--- src/rtl/asrb_pkg.sv ---
// asrb_pkg: register map, field positions and reset values of the audio port register bank
// assumes an 8-bit memory-mapped register access from the host processor
package asrb_pkg;
  localparam logic [15:0] ADDR_CFG1   = 16'hdf41;
  localparam logic [15:0] ADDR_DATL   = 16'hdf42;
  localparam logic [15:0] ADDR_DATH   = 16'hdf43;
  localparam logic [15:0] ADDR_CAPTURED_WORD_COUNT   = 16'hdf44;
  localparam logic [15:0] ADDR_STAT   = 16'hdf45;
  localparam logic [15:0] ADDR_CLKF0  = 16'hdf46;
  localparam logic [15:0] ADDR_CLKF1  = 16'hdf47;
  localparam logic [15:0] ADDR_CLKF2  = 16'hdf48;

  localparam int CFG_WORDS_HI = 7;
  localparam int CFG_WORDS_LO = 3;
  localparam int CFG_TRIG_HI  = 2;
  localparam int CFG_TRIG_LO  = 1;
  localparam int CFG_LOC_BIT  = 0;
  localparam logic [4:0] WORDS_RST = 5'h0f;

  localparam int ST_UNF  = 7;
  localparam int ST_OVF  = 6;
  localparam int ST_TRANSMIT_CHANNEL_NEXT = 5;
  localparam int ST_RECEIVE_CHANNEL_HELD = 4;
  localparam int ST_TXP  = 3;
  localparam int ST_RXP  = 2;

  localparam logic [7:0] CLKF0_RST = 8'h93;
  localparam logic [7:0] CLKF1_RST = 8'he2;
  localparam logic [6:0] NUMHI_RST = 7'h04;
  localparam logic       DENHI_RST = 1'b0;

  localparam int CAPTURED_WORD_COUNT_W = 10;
  localparam int DATA_W = 16;

  typedef enum logic [1:0] {
    ASRB_TRIG_SOFT,
    ASRB_TRIG_SOF,
    ASRB_TRIG_PIN,
    ASRB_TRIG_TIMER
  } asrb_trig_t;
endpackage

--- src/rtl/asrb_top.sv ---
// asrb_top: register bank of the serial audio port
// assumes an 8-bit host register port, and a serial engine that moves samples
// between the buffers and the shifter, giving one-cycle event pulses.
`timescale 1ns/1ps
module asrb_top
  import asrb_pkg::*;
#(
  parameter int RX_W = 32
) (
  input  wire logic                    sys_clk_i,
  input  wire logic                    sys_rst_i,
  input  wire logic                    wake_deep_i,
  input  wire logic [15:0]             reg_addr_i,
  input  wire logic                    reg_wr_i,
  input  wire logic                    reg_rd_i,
  input  wire logic [7:0]              reg_wdata_i,
  output logic [7:0]                   reg_rdata_o,
  input  wire logic                    ws_edge_i,
  input  wire logic                    sof_trig_i,
  input  wire logic                    pin_transition_trigger_i,
  input  wire logic                    timer_compare_trigger_i,
  input  wire logic                    tx_take_i,
  input  wire logic                    rx_put_i,
  input  wire logic [RX_W-1:0]         rx_sample_i,
  input  wire logic [5:0]              rx_len_m1_i,
  input  wire logic                    rx_right_i,
  output logic [asrb_pkg::DATA_W-1:0]  tx_sample_o,
  output logic                         tx_valid_o,
  output logic                         tx_underflow_o,
  output logic                         transmit_channel_next_o,
  output logic [4:0]                   sample_length_o,
  output logic                         pin_location_select_o,
  output logic                         pin_priority_o,
  output logic [8:0]                   divider_divisor_o,
  output logic [14:0]                  divider_dividend_o
);
  // ==================================================================
  // register state
  logic [4:0]  words_q, words_d;
  asrb_trig_t  trig_q, trig_d;
  logic        loc_q, loc_d;
  logic [7:0]  datl_q, datl_d, dath_q, dath_d;
  logic [7:0]  rxl_q, rxl_d, rxh_q, rxh_d;
  logic        low_wr_q, low_wr_d;
  logic        txfull_q, txfull_d, rxfull_q, rxfull_d;
  logic        unf_q, unf_d, ovf_q, ovf_d;
  logic        transmit_channel_next_q, transmit_channel_next_d, receive_channel_held_q, receive_channel_held_d;
  logic        txp_q, txp_d, rxp_q, rxp_d;
  logic [7:0]  clkf0_q, clkf0_d, clkf1_q, clkf1_d, clkf2_q, clkf2_d;
  logic [7:0]  rdata_q, rdata_d;
  logic [DATA_W-1:0] txs_q, txs_d;
  logic        txv_q, txv_d, txu_q, txu_d;
  logic [CAPTURED_WORD_COUNT_W-1:0] captured_word_count;
  logic        capture, trig_hit;
  logic [DATA_W-1:0] rx_top;

  wire wr_cfg  = reg_wr_i && reg_addr_i == ADDR_CFG1;
  wire wr_datl = reg_wr_i && reg_addr_i == ADDR_DATL;
  wire wr_dath = reg_wr_i && reg_addr_i == ADDR_DATH;
  wire wr_captured_word_count = reg_wr_i && reg_addr_i == ADDR_CAPTURED_WORD_COUNT;
  wire wr_stat = reg_wr_i && reg_addr_i == ADDR_STAT;
  wire rd_dath = reg_rd_i && reg_addr_i == ADDR_DATH;

  // ==================================================================
  // word counter triggers
  always_comb begin
    unique case (trig_q)
      ASRB_TRIG_SOFT:  trig_hit = 1'b0;
      ASRB_TRIG_SOF:   trig_hit = sof_trig_i;
      ASRB_TRIG_PIN:   trig_hit = pin_transition_trigger_i;
      ASRB_TRIG_TIMER: trig_hit = timer_compare_trigger_i;
    endcase
    capture = wr_captured_word_count || trig_hit;
  end

  asrb_word_counter #(.W(CAPTURED_WORD_COUNT_W)) asrb_word_counter_i (
    .sys_clk_i  (sys_clk_i),
    .sys_rst_i  (sys_rst_i),
    .ws_edge_i  (ws_edge_i),
    .capture_i  (capture),
    .captured_o (captured_word_count)
  );

  // left-justify the received word: top sixteen bits only
  always_comb begin
    rx_top = '0;
    for (int i = 0; i < DATA_W; i++) begin
      if (int'(rx_len_m1_i) >= i && int'(rx_len_m1_i) - i < RX_W)
        rx_top[DATA_W-1-i] = rx_sample_i[int'(rx_len_m1_i) - i];
    end
  end

  // ==================================================================
  // next-state logic
  always_comb begin
    words_d  = words_q;
    trig_d   = trig_q;
    loc_d    = loc_q;
    datl_d   = datl_q;
    dath_d   = dath_q;
    rxl_d    = rxl_q;
    rxh_d    = rxh_q;
    low_wr_d = low_wr_q;
    txfull_d = txfull_q;
    rxfull_d = rxfull_q;
    unf_d    = unf_q;
    ovf_d    = ovf_q;
    transmit_channel_next_d   = transmit_channel_next_q;
    receive_channel_held_d   = receive_channel_held_q;
    txp_d    = txp_q;
    rxp_d    = rxp_q;
    clkf0_d  = clkf0_q;
    clkf1_d  = clkf1_q;
    clkf2_d  = clkf2_q;
    txs_d    = txs_q;
    txv_d    = 1'b0;
    txu_d    = 1'b0;

    if (wr_cfg) begin
      words_d = reg_wdata_i[CFG_WORDS_HI:CFG_WORDS_LO];
      trig_d  = asrb_trig_t'(reg_wdata_i[CFG_TRIG_HI:CFG_TRIG_LO]);
      loc_d   = reg_wdata_i[CFG_LOC_BIT];
    end
    if (reg_wr_i && reg_addr_i == ADDR_CLKF0) clkf0_d = reg_wdata_i;
    if (reg_wr_i && reg_addr_i == ADDR_CLKF1) clkf1_d = reg_wdata_i;
    if (reg_wr_i && reg_addr_i == ADDR_CLKF2) clkf2_d = reg_wdata_i;

    // software clears come first so a same-cycle hardware set wins
    if (wr_stat) begin
      if (!reg_wdata_i[ST_UNF]) unf_d = 1'b0;
      if (!reg_wdata_i[ST_OVF]) ovf_d = 1'b0;
      if (reg_wdata_i[ST_TXP])  txp_d = 1'b1;
      if (reg_wdata_i[ST_RXP])  rxp_d = 1'b1;
    end

    if (wr_datl) begin
      datl_d   = reg_wdata_i;
      low_wr_d = 1'b1;
    end
    if (wr_dath) begin
      dath_d   = reg_wdata_i;
      if (!low_wr_q) datl_d = '0;
      low_wr_d = 1'b0;
      txfull_d = 1'b1;
      txp_d    = 1'b0;
    end
    if (rd_dath) begin
      rxfull_d = 1'b0;
      rxp_d    = 1'b0;
    end

    if (tx_take_i) begin
      transmit_channel_next_d = ~transmit_channel_next_q;
      if (txfull_q) begin
        txs_d    = {dath_q, datl_q};
        txv_d    = 1'b1;
        txfull_d = wr_dath;
        txp_d    = 1'b1;
      end else begin
        txs_d = '0;
        txu_d = 1'b1;
        unf_d = 1'b1;
      end
    end
    if (rx_put_i) begin
      if (rxfull_q && !rd_dath) ovf_d = 1'b1;
      {rxh_d, rxl_d} = rx_top;
      receive_channel_held_d   = rx_right_i;
      rxfull_d = 1'b1;
      rxp_d    = 1'b1;
    end

    if (wake_deep_i) begin
      datl_d = '0;
      dath_d = '0;
      rxl_d  = '0;
      rxh_d  = '0;
    end
  end

  // ==================================================================
  // read path, registered
  always_comb begin
    unique case (reg_addr_i)
      ADDR_CFG1:  rdata_d = {words_q, trig_q, loc_q};
      ADDR_DATL:  rdata_d = rxl_q;
      ADDR_DATH:  rdata_d = rxh_q;
      ADDR_CAPTURED_WORD_COUNT:  rdata_d = captured_word_count[7:0];
      ADDR_STAT:  rdata_d = {unf_q, ovf_q, transmit_channel_next_q, receive_channel_held_q, txp_q, rxp_q,
                             captured_word_count[9:8]};
      ADDR_CLKF0: rdata_d = clkf0_q;
      ADDR_CLKF1: rdata_d = clkf1_q;
      ADDR_CLKF2: rdata_d = clkf2_q;
      default:    rdata_d = 8'h00;
    endcase
    if (!reg_rd_i) rdata_d = rdata_q;
  end

  always_ff @(posedge sys_clk_i) begin
    if (sys_rst_i) begin
      words_q  <= WORDS_RST;
      trig_q   <= ASRB_TRIG_SOFT;
      loc_q    <= 1'b0;
      datl_q   <= 8'h00;
      dath_q   <= 8'h00;
      rxl_q    <= 8'h00;
      rxh_q    <= 8'h00;
      low_wr_q <= 1'b1;
      txfull_q <= 1'b0;
      rxfull_q <= 1'b0;
      unf_q    <= 1'b0;
      ovf_q    <= 1'b0;
      transmit_channel_next_q   <= 1'b0;
      receive_channel_held_q   <= 1'b0;
      txp_q    <= 1'b0;
      rxp_q    <= 1'b0;
      clkf0_q  <= CLKF0_RST;
      clkf1_q  <= CLKF1_RST;
      clkf2_q  <= {DENHI_RST, NUMHI_RST};
      rdata_q  <= 8'h00;
      txs_q    <= '0;
      txv_q    <= 1'b0;
      txu_q    <= 1'b0;
    end else begin
      words_q  <= words_d;
      trig_q   <= trig_d;
      loc_q    <= loc_d;
      datl_q   <= datl_d;
      dath_q   <= dath_d;
      rxl_q    <= rxl_d;
      rxh_q    <= rxh_d;
      low_wr_q <= low_wr_d;
      txfull_q <= txfull_d;
      rxfull_q <= rxfull_d;
      unf_q    <= unf_d;
      ovf_q    <= ovf_d;
      transmit_channel_next_q   <= transmit_channel_next_d;
      receive_channel_held_q   <= receive_channel_held_d;
      txp_q    <= txp_d;
      rxp_q    <= rxp_d;
      clkf0_q  <= clkf0_d;
      clkf1_q  <= clkf1_d;
      clkf2_q  <= clkf2_d;
      rdata_q  <= rdata_d;
      txs_q    <= txs_d;
      txv_q    <= txv_d;
      txu_q    <= txu_d;
    end
  end

  // ==================================================================
  // outputs, all from flops except the constant pin_priority_o
  assign reg_rdata_o             = rdata_q;
  assign tx_sample_o             = txs_q;
  assign tx_valid_o              = txv_q;
  assign tx_underflow_o          = txu_q;
  assign transmit_channel_next_o = transmit_channel_next_q;
  assign sample_length_o         = words_q;
  assign pin_location_select_o   = loc_q;
  // the port always claims its pins; the pin mux lets only debug override it
  assign pin_priority_o          = 1'b1;
  // no ratio clamp here: software keeps dividend over divisor at 3.35 or more
  assign divider_divisor_o       = {clkf2_q[7], clkf0_q};
  assign divider_dividend_o      = {clkf2_q[6:0], clkf1_q};

  // ==================================================================
  // checks
  AST_DOUBLE_HIGH: assert property (@(posedge sys_clk_i) disable iff (sys_rst_i)
    (wr_dath && !low_wr_q && !wake_deep_i) |=> datl_q == 8'h00)
    else $error("low byte not cleared on double high write");
  AST_WAKE_CLEAR: assert property (@(posedge sys_clk_i) disable iff (sys_rst_i)
    wake_deep_i |=> (datl_q == 8'h00 && dath_q == 8'h00))
    else $error("data bytes not cleared on wake");
  AST_RD_HIGH: assert property (@(posedge sys_clk_i) disable iff (sys_rst_i)
    (rd_dath && !rx_put_i && !(wr_stat && reg_wdata_i[ST_RXP])) |=> !rxp_q && !rxfull_q)
    else $error("high read left receive pending");
  AST_WR_HIGH: assert property (@(posedge sys_clk_i) disable iff (sys_rst_i)
    (wr_dath && !tx_take_i) |=> txfull_q && !txp_q)
    else $error("high write did not fill transmit buffer");
  AST_UNF_STICKY: assert property (@(posedge sys_clk_i) disable iff (sys_rst_i)
    (unf_q && !(wr_stat && !reg_wdata_i[ST_UNF])) |=> unf_q)
    else $error("underflow flag dropped by itself");
  AST_OVF_STICKY: assert property (@(posedge sys_clk_i) disable iff (sys_rst_i)
    (ovf_q && !(wr_stat && !reg_wdata_i[ST_OVF])) |=> ovf_q)
    else $error("overflow flag dropped by itself");
  AST_UNDERFLOW: assert property (@(posedge sys_clk_i) disable iff (sys_rst_i)
    (tx_take_i && !txfull_q) |=> unf_q && tx_underflow_o)
    else $error("underflow not flagged");
  AST_OVERFLOW: assert property (@(posedge sys_clk_i) disable iff (sys_rst_i)
    (rx_put_i && rxfull_q && !rd_dath) |=> ovf_q)
    else $error("overflow not flagged");
  AST_RX_SET: assert property (@(posedge sys_clk_i) disable iff (sys_rst_i)
    rx_put_i |=> rxp_q && rxfull_q && receive_channel_held_q == $past(rx_right_i))
    else $error("receive arrival not flagged");
  AST_STATUS_CNT: assert property (@(posedge sys_clk_i) disable iff (sys_rst_i)
    (reg_rd_i && reg_addr_i == ADDR_STAT) |=> reg_rdata_o[1:0] == $past(captured_word_count[9:8]))
    else $error("status count bits wrong");

  COV_TX: cover property (@(posedge sys_clk_i) wr_dath ##[1:20] tx_valid_o);
  COV_RX: cover property (@(posedge sys_clk_i) rx_put_i ##[1:20] rd_dath);
  COV_UNF: cover property (@(posedge sys_clk_i) tx_underflow_o);
  COV_TRIG: cover property (@(posedge sys_clk_i) trig_hit);
endmodule

--- src/rtl/asrb_word_counter.sv ---
// asrb_word_counter: saturating word-select transition counter with capture and clear
// assumes ws_edge_i is a one-cycle pulse per word-select transition
`timescale 1ns/1ps
module asrb_word_counter #(
  parameter int W = 10
) (
  input  wire logic         sys_clk_i,
  input  wire logic         sys_rst_i,
  input  wire logic         ws_edge_i,
  input  wire logic         capture_i,
  output logic [W-1:0]      captured_o
);
  logic [W-1:0] cnt_q, cnt_d, cap_q, cap_d;

  always_comb begin
    cap_d = cap_q;
    cnt_d = cnt_q;
    if (capture_i) begin
      cap_d = cnt_q;
      cnt_d = '0;
    end else if (ws_edge_i && cnt_q != {W{1'b1}}) begin
      cnt_d = cnt_q + 1'b1;
    end
  end

  always_ff @(posedge sys_clk_i) begin
    if (sys_rst_i) begin
      cnt_q <= '0;
      cap_q <= '0;
    end else begin
      cnt_q <= cnt_d;
      cap_q <= cap_d;
    end
  end

  assign captured_o = cap_q;

  AST_SATURATE: assert property (@(posedge sys_clk_i) disable iff (sys_rst_i)
    (cnt_q == {W{1'b1}} && !capture_i) |=> cnt_q == {W{1'b1}})
    else $error("word counter wrapped");
  AST_CAPTURE: assert property (@(posedge sys_clk_i) disable iff (sys_rst_i)
    capture_i |=> (cap_q == $past(cnt_q)) && cnt_q == '0)
    else $error("capture did not copy and clear");
endmodule

--- config.mk ---
export PLATFORM = sky130hd
export DESIGN_NAME = asrb_top
export DESIGN_NICKNAME = d
export VERILOG_FILES = /design/src/rtl/asrb_pkg.sv /design/src/rtl/asrb_top.sv /design/src/rtl/asrb_word_counter.sv
export SDC_FILE = /design/constraint.sdc
export NUM_CORES = 1
export LEC_CHECK = 0
export CAP_MARGIN = 20
export CORE_MARGIN = 2
export CORE_UTILIZATION = 59
export DETAILED_ROUTE_END_ITERATION = 8
export DONT_BUFFER_PORTS = 1
export PLACE_DENSITY = 0.87
export SETUP_SLACK_MARGIN = 0.5
export SYNTH_ARGS = -nofsm -noshare
export SYNTH_HDL_FRONTEND = slang
export SYNTH_SLANG_ARGS = --single-unit
--- constraint.sdc ---
create_clock -name sys_clk_i -period 3.3 [get_ports sys_clk_i]
set_input_delay 0.165 -clock sys_clk_i [delete_from_list [all_inputs] [get_ports sys_clk_i]]
set_output_delay 0.165 -clock sys_clk_i [all_outputs]
set_load 0.005 [all_outputs]
# --- Word-level counts from Yosys, hierarchy flattened ---
# Index checks and enable logic that the tools add are counted.
word_totals:
  output_inout_bits: 58
  register_bits: 119
  elab_cells: 234
  inputBits: 74
op_classes:
  n_reduce_logical: 37
  mux: 95
  bitwise: 2
  eq_ne: 12
  addsub: 16
  order_cmp: 47
op_table:
  columns: ["op", "n"]
  rows:
  - ["less-than comparator 7 bit (second input constant)", 30]
  - ["== test 16 bit (second input constant)", 8]
  - ["binary-select mux 1 bit (select 5 bit)", 16]
  - ["2-to-1 mux 1 bit", 73]
  - ["case mux 8 bit (8 select lines)", 1]
  - ["subtractor 6 x 4 -> 7 bit (second input constant)", 8]
  - [">= comparator 6 x 4 -> 1 bit (second input constant)", 8]
  - ["subtractor 6 x 3 -> 7 bit (second input constant)", 4]
  - ["logical AND 1 bit", 26]
  - [">= comparator 6 x 3 -> 1 bit (second input constant)", 4]
  - ["2-to-1 mux 8 bit", 3]
  - ["2-to-1 mux 16 bit", 1]
  - ["subtractor 6 x 2 -> 7 bit (second input constant)", 2]
  - [">= comparator 6 x 2 -> 1 bit (second input constant)", 2]
  - ["less-than comparator 6 bit (second input constant)", 2]
  - ["adder 10 x 1 -> 10 bit (second input constant)", 1]
  - ["inequality test 10 bit (second input constant)", 1]
  - ["subtractor 6 x 1 -> 7 bit (second input constant)", 1]
  - [">= comparator 6 x 1 -> 1 bit (second input constant)", 1]
  - ["nonzero test 3 bit", 2]
  - ["OR reduction 2 bit", 3]
  - ["== test 2 bit (second input constant)", 2]
  - ["case mux 1 bit (4 select lines)", 1]
  - ["nonzero test 2 bit", 2]
  - ["other kinds (6)", 7]

# --- Depth between registers and ports, before layout ---
# Gate-level depths: netlist of run 1.
logic_depth:
  word_depth: 6
  ltp_mapped: 13
  depth_no_buf: 9

# --- Hierarchy ---
# Synthesis of run 1 repeated with hierarchy kept, for this count alone.
hier_totals:
  hier_cells: 912
  area_unflattened_um2: 8221.6
modules_own_cells:
  columns: ["mod", "seq_area_each_um2", "n_inst", "area_each_um2", "cells_each"]
  rows:
  - ["asrb_top", 1981.9, 1, 7190.6, 802]
  - ["asrb_word_counter", 400.4, 1, 1031.0, 110]

# --- Worst setup path before layout of run 1 ---
# No wires, ideal clock.
synth_timing:
  path_type: "input-to-reg"
  from: "input rx_len_m1_i[1]"
  to: "register rxl_q[2]"
  setup_time_ns: 0.117
  arrival_time_ns: 3.103
  slack_ns: 0.079
  stages: 12
  required_ns: 3.183
  n_path_buf: 4
  cell_sequence: "buf_2 -> buf_2 -> buf_4 -> inv_1 -> ha_1 -> ha_1 -> clkbuf_1 -> mux4_2 -> mux2i_1 -> inv_1 -> mux4_2 -> a32o_1"
synth_between:
  elab_chain_cells: 5
  word_cells_on_any_way: 8
  cone_classes: "1 x add/sub; 2 x order compare; 4 x mux; 1 x reduce/logical"
synth_rtl:
  columns: ["item", "line", "source"]
  rows:
  - ["from (decl)", "asrb_top.sv:25", "input wire logic [5:0] rx_len_m1_i,"]
  - ["subtractor 6 x 4 -> 7 bit", "asrb_top.sv:88, asrb_top.sv:89", null]
  - ["binary-select mux 1 bit (select 5 bit)", "asrb_top.sv:89", "rx_top[DATA_W-1-i] = rx_sample_i[int'(rx_len_m1_i) - i];"]
  - ["2-to-1 mux 1 bit (implied by the code) (2 in series)", "asrb_top.sv:89", null]
  - ["2-to-1 mux 1 bit (*)", "asrb_top.sv:88", "if (int'(rx_len_m1_i) >= i && int'(rx_len_m1_i) - i < RX_W)"]
  - ["to (signal assigned)", "asrb_top.sv:230", "rxl_q <= rxl_d;"]
  - ["to (decl)", "asrb_top.sv:43", "logic [7:0] rxl_q, rxl_d, rxh_q, rxh_d;"]
# Every way passes the cells marked *; elsewhere a longest branch is shown, timed or not. The select of a mux whose other input is x is not followed.
# A chain may end at the register's enable or synchronous reset.

# --- Final worst setup path of run 1 ---
layout_timing:
  from: "input reg_addr_i[5]"
  to: "register ovf_q"
layout_between:
  elab_chain_cells: 6
  word_cells_on_any_way: 9
  cone_classes: "2 x eq/ne; 3 x mux; 4 x reduce/logical"
layout_rtl:
  columns: ["item", "line", "source"]
  rows:
  - ["from (decl)", "asrb_top.sv:13", "input wire logic [15:0] reg_addr_i,"]
  - ["== test 16 bit", "asrb_top.sv:62", "wire rd_dath = reg_rd_i && reg_addr_i == ADDR_DATH;"]
  - ["logical AND 1 bit", "asrb_top.sv:62", null]
  - ["zero test 1 bit", "asrb_top.sv:166", "if (rxfull_q && !rd_dath) ovf_d = 1'b1;"]
  - ["logical AND 1 bit", "asrb_top.sv:166", null]
  - ["2-to-1 mux 1 bit", "asrb_top.sv:166", null]
  - ["2-to-1 mux 1 bit (*)", "asrb_top.sv:165", "if (rx_put_i) begin"]
  - ["to (signal assigned)", "asrb_top.sv:236", "ovf_q <= ovf_d;"]
  - ["to (decl)", "asrb_top.sv:46", "logic unf_q, unf_d, ovf_q, ovf_d;"]
# Every way passes the cells marked *; elsewhere a longest branch is shown, timed or not.

==> summary.txt, run 1 <==
Synth
  • Gate count after technology mapping: 842
  • Number of unique standard cell types used by synthesis: 67
  • Seq cells post-synth: 119
  • Syn_area_per_cell: slightly above 9 sq um
  • Count leader, synth: dfxtp_1
  • Commonest cells post-synth: dfxtp_1 (119), nand2_1 (81), nor2_1 (72), mux2i_1 (59), a21oi_1 (52)
  • Main synth FF type: dfxtp_1
  • Mapped Area: 0.00782 sq mm
  • Synthesized Nets: 936
  • Area leader, netlist: dfxtp_1
  • Yosys Warn Count: 0
  • Synth top area cells: dfxtp_1 (30%), mux4_2 (13%), mux2i_1 (7.6%)
  • Post-synth top area share: between 30% and 40%
  • Register area share after synthesis: 30.5%
  • EDFF count, synth: 0
  • Asr flop ratio synth: 0%

Routing
  • DR pass1 iterations: 6
  • Routed Antenna Nets: 0
  • Routed WL: 24.2 mm
  • Vias per cell: 7.00
  • Initial DRC Count: slightly below 1000
  • DRC: 0
  • WL/cell: 23.7 microns
  • Total number of vias: 7170

CTS
  • Postcts setup bufs: 0
  • H-tree levels: 4
  • Sink Count: 119
  • Clk_lat worst skew: ~400 ps
  • Clock-pin slew on the worst setup and hold paths: around 60 ps
  • Bufs on Longest Clock Path: 2
  • Clock root buffer: clkbuf_16
  • CTS tree: done
  • Post_cts resized: 0
  • Num CTS Buffers: 17

Worst setup path
  • Critical Path AT: 3020 ps
  • Worst setup EP type: flip-flop
  • Startpoint Class: input port
  • CP required: 3600 ps
  • Crit Path Class: in2reg
  • Worst Path Max Fanout: 10

Timing
  • Fmax: 368 MHz
  • Max_slew headroom: 42.9%
  • Final Cycle Share: 82.5%
  • Clock skew: 9.72 ps
  • Final setup fails: 0
  • RSZ-0062 raised after global routing: false
  • Final min period: about 2700 ps
  • Worst-Margin Slew: 845 ps
  • Final Hold Fails: 0
  • Final setup TNS: 0 ps
  • Slew Viols, Final: 0

Place
  • IO buf count: 0
  • DP HPWL: between 15 and 20 mm
  • RePlAce Congestion: 1.01

Global route
  • Initial antenna violation count: 1
  • Gr usage total: about 34%
  • Number of global-route vias before repair: ~6900
  • Global-route wire length before repair: 38.2 mm
  • Global route total overflow: 0
  • Largest net degree at the start of global routing: 53

Floorplanning
  • Die Y: 119 microns
  • I/O pins: 132
  • Initial Util: 59.7%
  • Core area: 0.0131 sq mm
  • Die W: 119 microns
  • Core Rows: 42
  • Die ar.: 0.0142 sq mm

Layout
  • Syn-to-layout area delta: 10.9%
  • Final core occ: 66.2%
  • Share of layout cells above drive strength 1: approximately 15%
  • Final Net Count: 926

Power
  • Maximum VDD drop: between 0.3 and 0.4 mV
  • P_leak: around 0.0032 uW
  • Power per cell area: 458 mW/mm^2

Outcome
  • Outcome: completed

Job
  • Max_cap viols: 0

Worst hold path
  • Hold crit path type: in2reg
## per-stage QoR
step / cell area, sq um / hold WS (ps) / cells / total power, uW / worst slack [ps]
detailed placement: 7850 / 243 / 968 / 2080 / 554
global route: 8660 / 22.4 / 1021 / 4090 / 504
floorplan: 7840 / 283 / 842 / 2020 / 489
finish: 8670 / 30.8 / 1024 / 3970 / 579
CTS: 8630 / 15.6 / 1018 / 3950 / 690
global placement: 7850 / 239 / 968 / 2060 / 632
## cells by family (layout without fill, tap and decap cells)
logic type | after synthesis | after routing | synth area share, %
flip-flops | 119 | 119 | 30.5
AND/OR/NAND/NOR | 260 | 260 | 16.6
AO/OA/AOI/OAI | 205 | 205 | 18.4
adder cells (fa/ha/maj) | 20 | 20 | 3.20
XOR/XNOR | 32 | 32 | 3.59
multiplexers | 123 | 123 | 23.1
other | 1 | 4 | 0.0480
buffers and inverters | 82 | 85 | 4.53
## critical path, stage by stage
cell and delay, ps:
or4b_1 670, or3_1 550, nor4_4 600, nand2_1 160, o21ai_0 210, a21oi_1 100, dlygate4sd3_1 570
## layout by cell type, fill, tap and decap left out, types with 5 or more instances in the layout
| cell type | Yosys | final |
|---|---|---|
| dfxtp_1 | 119 | 119 |
| nand2_1 | 81 | 81 |
| nor2_1 | 72 | 72 |
| mux2i_1 | 59 | 59 |
| a21oi_1 | 52 | 52 |
| mux4_2 | 44 | 44 |
| a22o_1 | 32 | 32 |
| nand3_1 | 27 | 27 |
| o21ai_0 | 25 | 25 |
| xnor2_1 | 25 | 25 |
| a22oi_1 | 23 | 23 |
| inv_1 | 21 | 21 |
| mux2_2 | 20 | 20 |
| ha_1 | 20 | 19 |
| clkbuf_16 | 0 | 17 |
| dlygate4sd3_1 | 0 | 17 |
| nor3_1 | 11 | 11 |
| buf_4 | 5 | 11 |
| a221oi_1 | 10 | 10 |
| nor2b_1 | 9 | 9 |
| nand2b_1 | 8 | 8 |
| a32o_1 | 8 | 8 |
| o22ai_1 | 8 | 8 |
| and3_1 | 8 | 8 |
| a211o_1 | 8 | 8 |
| a31oi_1 | 7 | 7 |
| xor2_1 | 7 | 7 |
| nand4_1 | 6 | 6 |
| clkinvlp_4 | 0 | 6 |
| nand3b_1 | 5 | 5 |
## layout make-up
class / instances / area [sq um]
Multi-Input combinational cell: 641 / 5090
Fill cell: 953 / 4420
Sequential cell: 119 / 2380
Clock buffer: 19 / 453
Timing Repair Buffer: 30 / 284
Tap cell: 176 / 220
Clock inverter: 13 / 145
Inverter: 23 / 86.3
Antenna cell: 3 / 7.51
## flip-flops by register name (all words and copies together), names as in the netlist, 2 cells and up
name / flops
asrb_word_counter_i.captured_o: 10
datl_q: 8
clkf2_q: 8
clkf0_q: 8
tx_sample_o: 16
rxh_q: 8
rxl_q: 8
clkf1_q: 8
sample_length_o: 5
dath_q: 8
asrb_word_counter_i.cnt_q: 10
reg_rdata_o: 8
trig_q: 2
## repair_timing
action,CTS,global route
endpoints found under the setup margin,0,0
hold buffers,18,0
endpoints found under the hold margin,71,0
## final timing paths
path                                start                            to  slack [ps]  depth (start not counted)
min                              reg_rd_i                      rxfull_q          30                          3
max reg2reg  asrb_word_counter_i.cnt_q[3]  asrb_word_counter_i.cnt_q[9]        1480                          6
max                         reg_addr_i[5]                         ovf_q         580                          7
min reg2reg                      txfull_q                tx_underflow_o         460                          1
## metal layers
metal	wire length, microns	vias up	GRT usage [%]	part of all wire (%)
li1	-	3150	-	-
met1	8830	3319	41.8	36
met2	11000	585	53.8	45
met3	3130	116	12.2	13
met4	1310	0	16.7	5.4
met5	0	-	0	0
## power breakdown
part | switching, uW | internal, uW
Clock | 697 | 1160
Combinational | 326 | 318
Sequential | 15.9 | 1450
Note: power is estimated with default switching activity, not from simulation.
==> inputs of run 2 (changes only) <==
- clock period: 3.3 -> 2.2 ns (I/O delays scaled with it)
==> summary.txt, run 2 (synthesized netlist as in run 1, its figures left out) <==
Layout
  • Max reg flops: 16 (unchanged)
  • Antenna cells: 0 (-3)
  • Share of layout cells above drive strength 1: 22.0% (+7.0 points)
  • Final Net Count: 972 (+5.0%)
  • Multi-input combinational cell area: 0.00525 sq mm (+3.1%)
  • Storage cell area: 0.00239 sq mm (+0.16%)
  • Syn-to-layout area delta: 18.6%
  • Layout fillers: 883 (-7.3%)
  • Commonest non-fill, non-tap cell in the layout: dfxtp_1
  • Most frequent cells in the layout: dfxtp_1 (116), nand2_1 (80), nor2_1 (71), mux2i_1 (58), a21oi_1 (52)

CTS
  • Bufs on Longest Clock Path: 2 (unchanged)
  • Sink Count: 119 (unchanged)
  • Num CTS Buffers: 17 (unchanged)
  • Clock root buffer: clkbuf_16
  • Clk_lat worst skew: 430 ps (+20 ps)
  • Clock-pin slew on the worst setup and hold paths: 60 ps (about the same)
  • CTS tree: done
  • H-tree levels: 4 (unchanged)

Timing
  • Min Hold Slack: -10.1 ps (-40.9 ps)
  • Final worst setup slack: 406 ps (-173 ps)
  • Final Hold Fails: 3 (+3)
  • Final setup fails: 0 (unchanged)
  • Fmax: 558 MHz
  • Clock skew: 6.64 ps (-3.09 ps)
  • Max_slew headroom: 42.5% (-0.40 points)
  • Worst-Margin Slew: 851 ps (+6.24 ps)
  • RSZ-0062 raised after global routing: true
  • Final min period: ~1800 ps
  • Final Cycle Share: 81.5%
  • Slew Viols, Final: 0 (unchanged)

Floorplanning
  • I/O pins: 132 (unchanged)
  • Core Rows: 42 (unchanged)
  • Die ar.: 0.0142 sq mm (unchanged)
  • Die Y: 119 microns (unchanged)
  • Initial Util: 59.7% (unchanged)
  • Die W: 119 microns (unchanged)
  • Core area: 0.0131 sq mm (unchanged)

Worst setup path
  • Crit path max-delay family: multiplexers
  • Worst r2r path cells: 6 (unchanged)
  • Internal reg-to-reg setup slack: 600 ps (-880 ps)
  • Worst setup EP type: flip-flop
  • Buf+Inv Stages, Crit Path: 2 (+1)
  • RR Startpoint: asrb_word_counter_i.cnt_q[5]
  • Worst Path Max Fanout: 40 (+30)
  • Endpoint of the worst register-to-register path: asrb_word_counter_i.cnt_q[5]
  • Crit path largest cell delay: 500 ps (-170 ps)
  • Critical Path AT: 2100 ps (-920 ps)
  • CP required: 2510 ps (-1090 ps)
  • Slowest stage cell, crit path: mux4_2
  • Critical-path cell list: clkinv_8 -> ha_4 -> ha_4 -> mux4_2 -> mux2i_1 -> inv_1 -> mux4_2 -> a32o_1
  • Startpoint Class: input port
  • Crit Path Class: in2reg

Routing
  • Vias per cell: 7.03 (+0.41%)
  • Routed WL: 25.4 mm (+4.9%)
  • DR pass1 iterations: 9 (+3)
  • Total number of vias: 7502 (+4.6%)
  • WL/cell: 23.8 microns (+0.70%)
  • Routed Antenna Nets: 0 (unchanged)
  • Initial DRC Count: 1050 (+6.2%)
  • DRC: 1 (+1)

Global route
  • Global route total overflow: 0 (unchanged)
  • Initial antenna violation count: 0 (-1)
  • Largest net degree at the start of global routing: 55 (+3.8%)
  • Gr usage total: 34.6% (+0.38 points)
  • Global-route wire length before repair: 38.4 mm (+0.34%)
  • Number of global-route vias before repair: 7061 (+1.7%)

Power
  • Total power: 6270 uW (+58%)
  • Power per cell area: 677 mW/mm^2 (+48%)
  • P_leak: 0.00351 uW (+11%)
  • Maximum VDD drop: 0.610 mV (+56%)

Outcome
  • Outcome: finished with violations
  • Failing checks: design-rule violations, negative hold slack

Worst hold path
  • Hold Startpoint: reg_wdata_i[2]
  • Hold EP: rxp_q
  • Hold crit path type: in2reg
  • Hold Path Depth: 3 (unchanged)

Job
  • Max_cap viols: 0 (unchanged)

Place
  • IO buf count: 0 (unchanged)
  • RePlAce Congestion: 0.969 (-4.3%)
  • DP HPWL: 16.9 mm (+3.7%)
  • Setup WS pre-CTS: -98.3 ps (-652 ps)
## run 2: cell types whose count changed in the layout (fill, tap and decap cells not counted), sizes merged, moves of 2 or more
cell | previous run | this run
dlygate4sd3 | 17 | 21
buf | 13 | 55
bufinv | 2 | 4
diode | 3 | 0
clkinvlp | 6 | 3
## run 2: area by class of cell
cell class | count | share of cell area [%]
multi-input cells | 641 | 56.6
flip-flops and latches | 119 | 25.7
repair buffers | 76 | 7.21
clock buffers | 18 | 4.74
well taps | 176 | 2.38
clock inverters | 14 | 2.12
inverters | 23 | 1.21
## run 2: how the worst max path moves through the flow
stage	from	to	slack, ps	depth (start not counted)
CTS	rx_len_m1_i[0]	rxh_q[2]	420	8
floorplan	rx_len_m1_i[1]	rxl_q[2]	-350	12
global route	rx_len_m1_i[0]	rxh_q[2]	360	8
detailed placement	rx_len_m1_i[0]	rxl_q[2]	-100	8
finish	rx_len_m1_i[0]	rxh_q[2]	410	8
global placement	rx_len_m1_i[0]	rxl_q[2]	-30	8
## run 2: what timing repair did
| action | CTS | global route |
|---|---|---|
| pin swaps | 3 | 8 |
| endpoints found under the setup margin | 30 | 41 |
| setup buffers | 1 | 13 |
| resized for setup | 7 | 15 |
| cloned | 0 | 1 |
| hold buffers | 19 | 3 |
| hold endpoints to repair | 75 | 2 |
## run 2: layer usage
layer	global-route usage (%)	up-vias	routed length, microns
met5	0	-	0
met4	17.3	0	1370
li1	-	3257	-
met2	57.0	546	12000
met3	8.81	132	2790
met1	42.2	3567	9240
## run 2: report_power, final
group | internal, uW | total, uW | switching [uW]
sequential | 2180 | 2210 | 23.8
clock | 1930 | 3010 | 1070
combinational | 540 | 1060 | 524
total | 4660 | 6270 | 1620
## run 2: worst register-to-register path, stage by stage (launching register included)
cell and delay, ps:
dfxtp_1 390, and4_2 290, nand4_1 190, o21ai_4 310, nor3_1 100, xnor2_1 150, nor2_1 50
## run 2: per-stage QoR
| step | util [%] | cells | TNS (ps) | instance area, sq um |
|---|---|---|---|---|
| after global placement | 62.8 | 997 | -62.9 | 8210 |
| final | 70.8 | 1067 | 0 | 9270 |
| after detailed placement | 62.8 | 997 | -183 | 8210 |
| after global routing | 70.8 | 1067 | 0 | 9270 |
| after CTS | 69.4 | 1049 | 0 | 9080 |
| after floorplan | - | 842 | -1840 | 8060 |
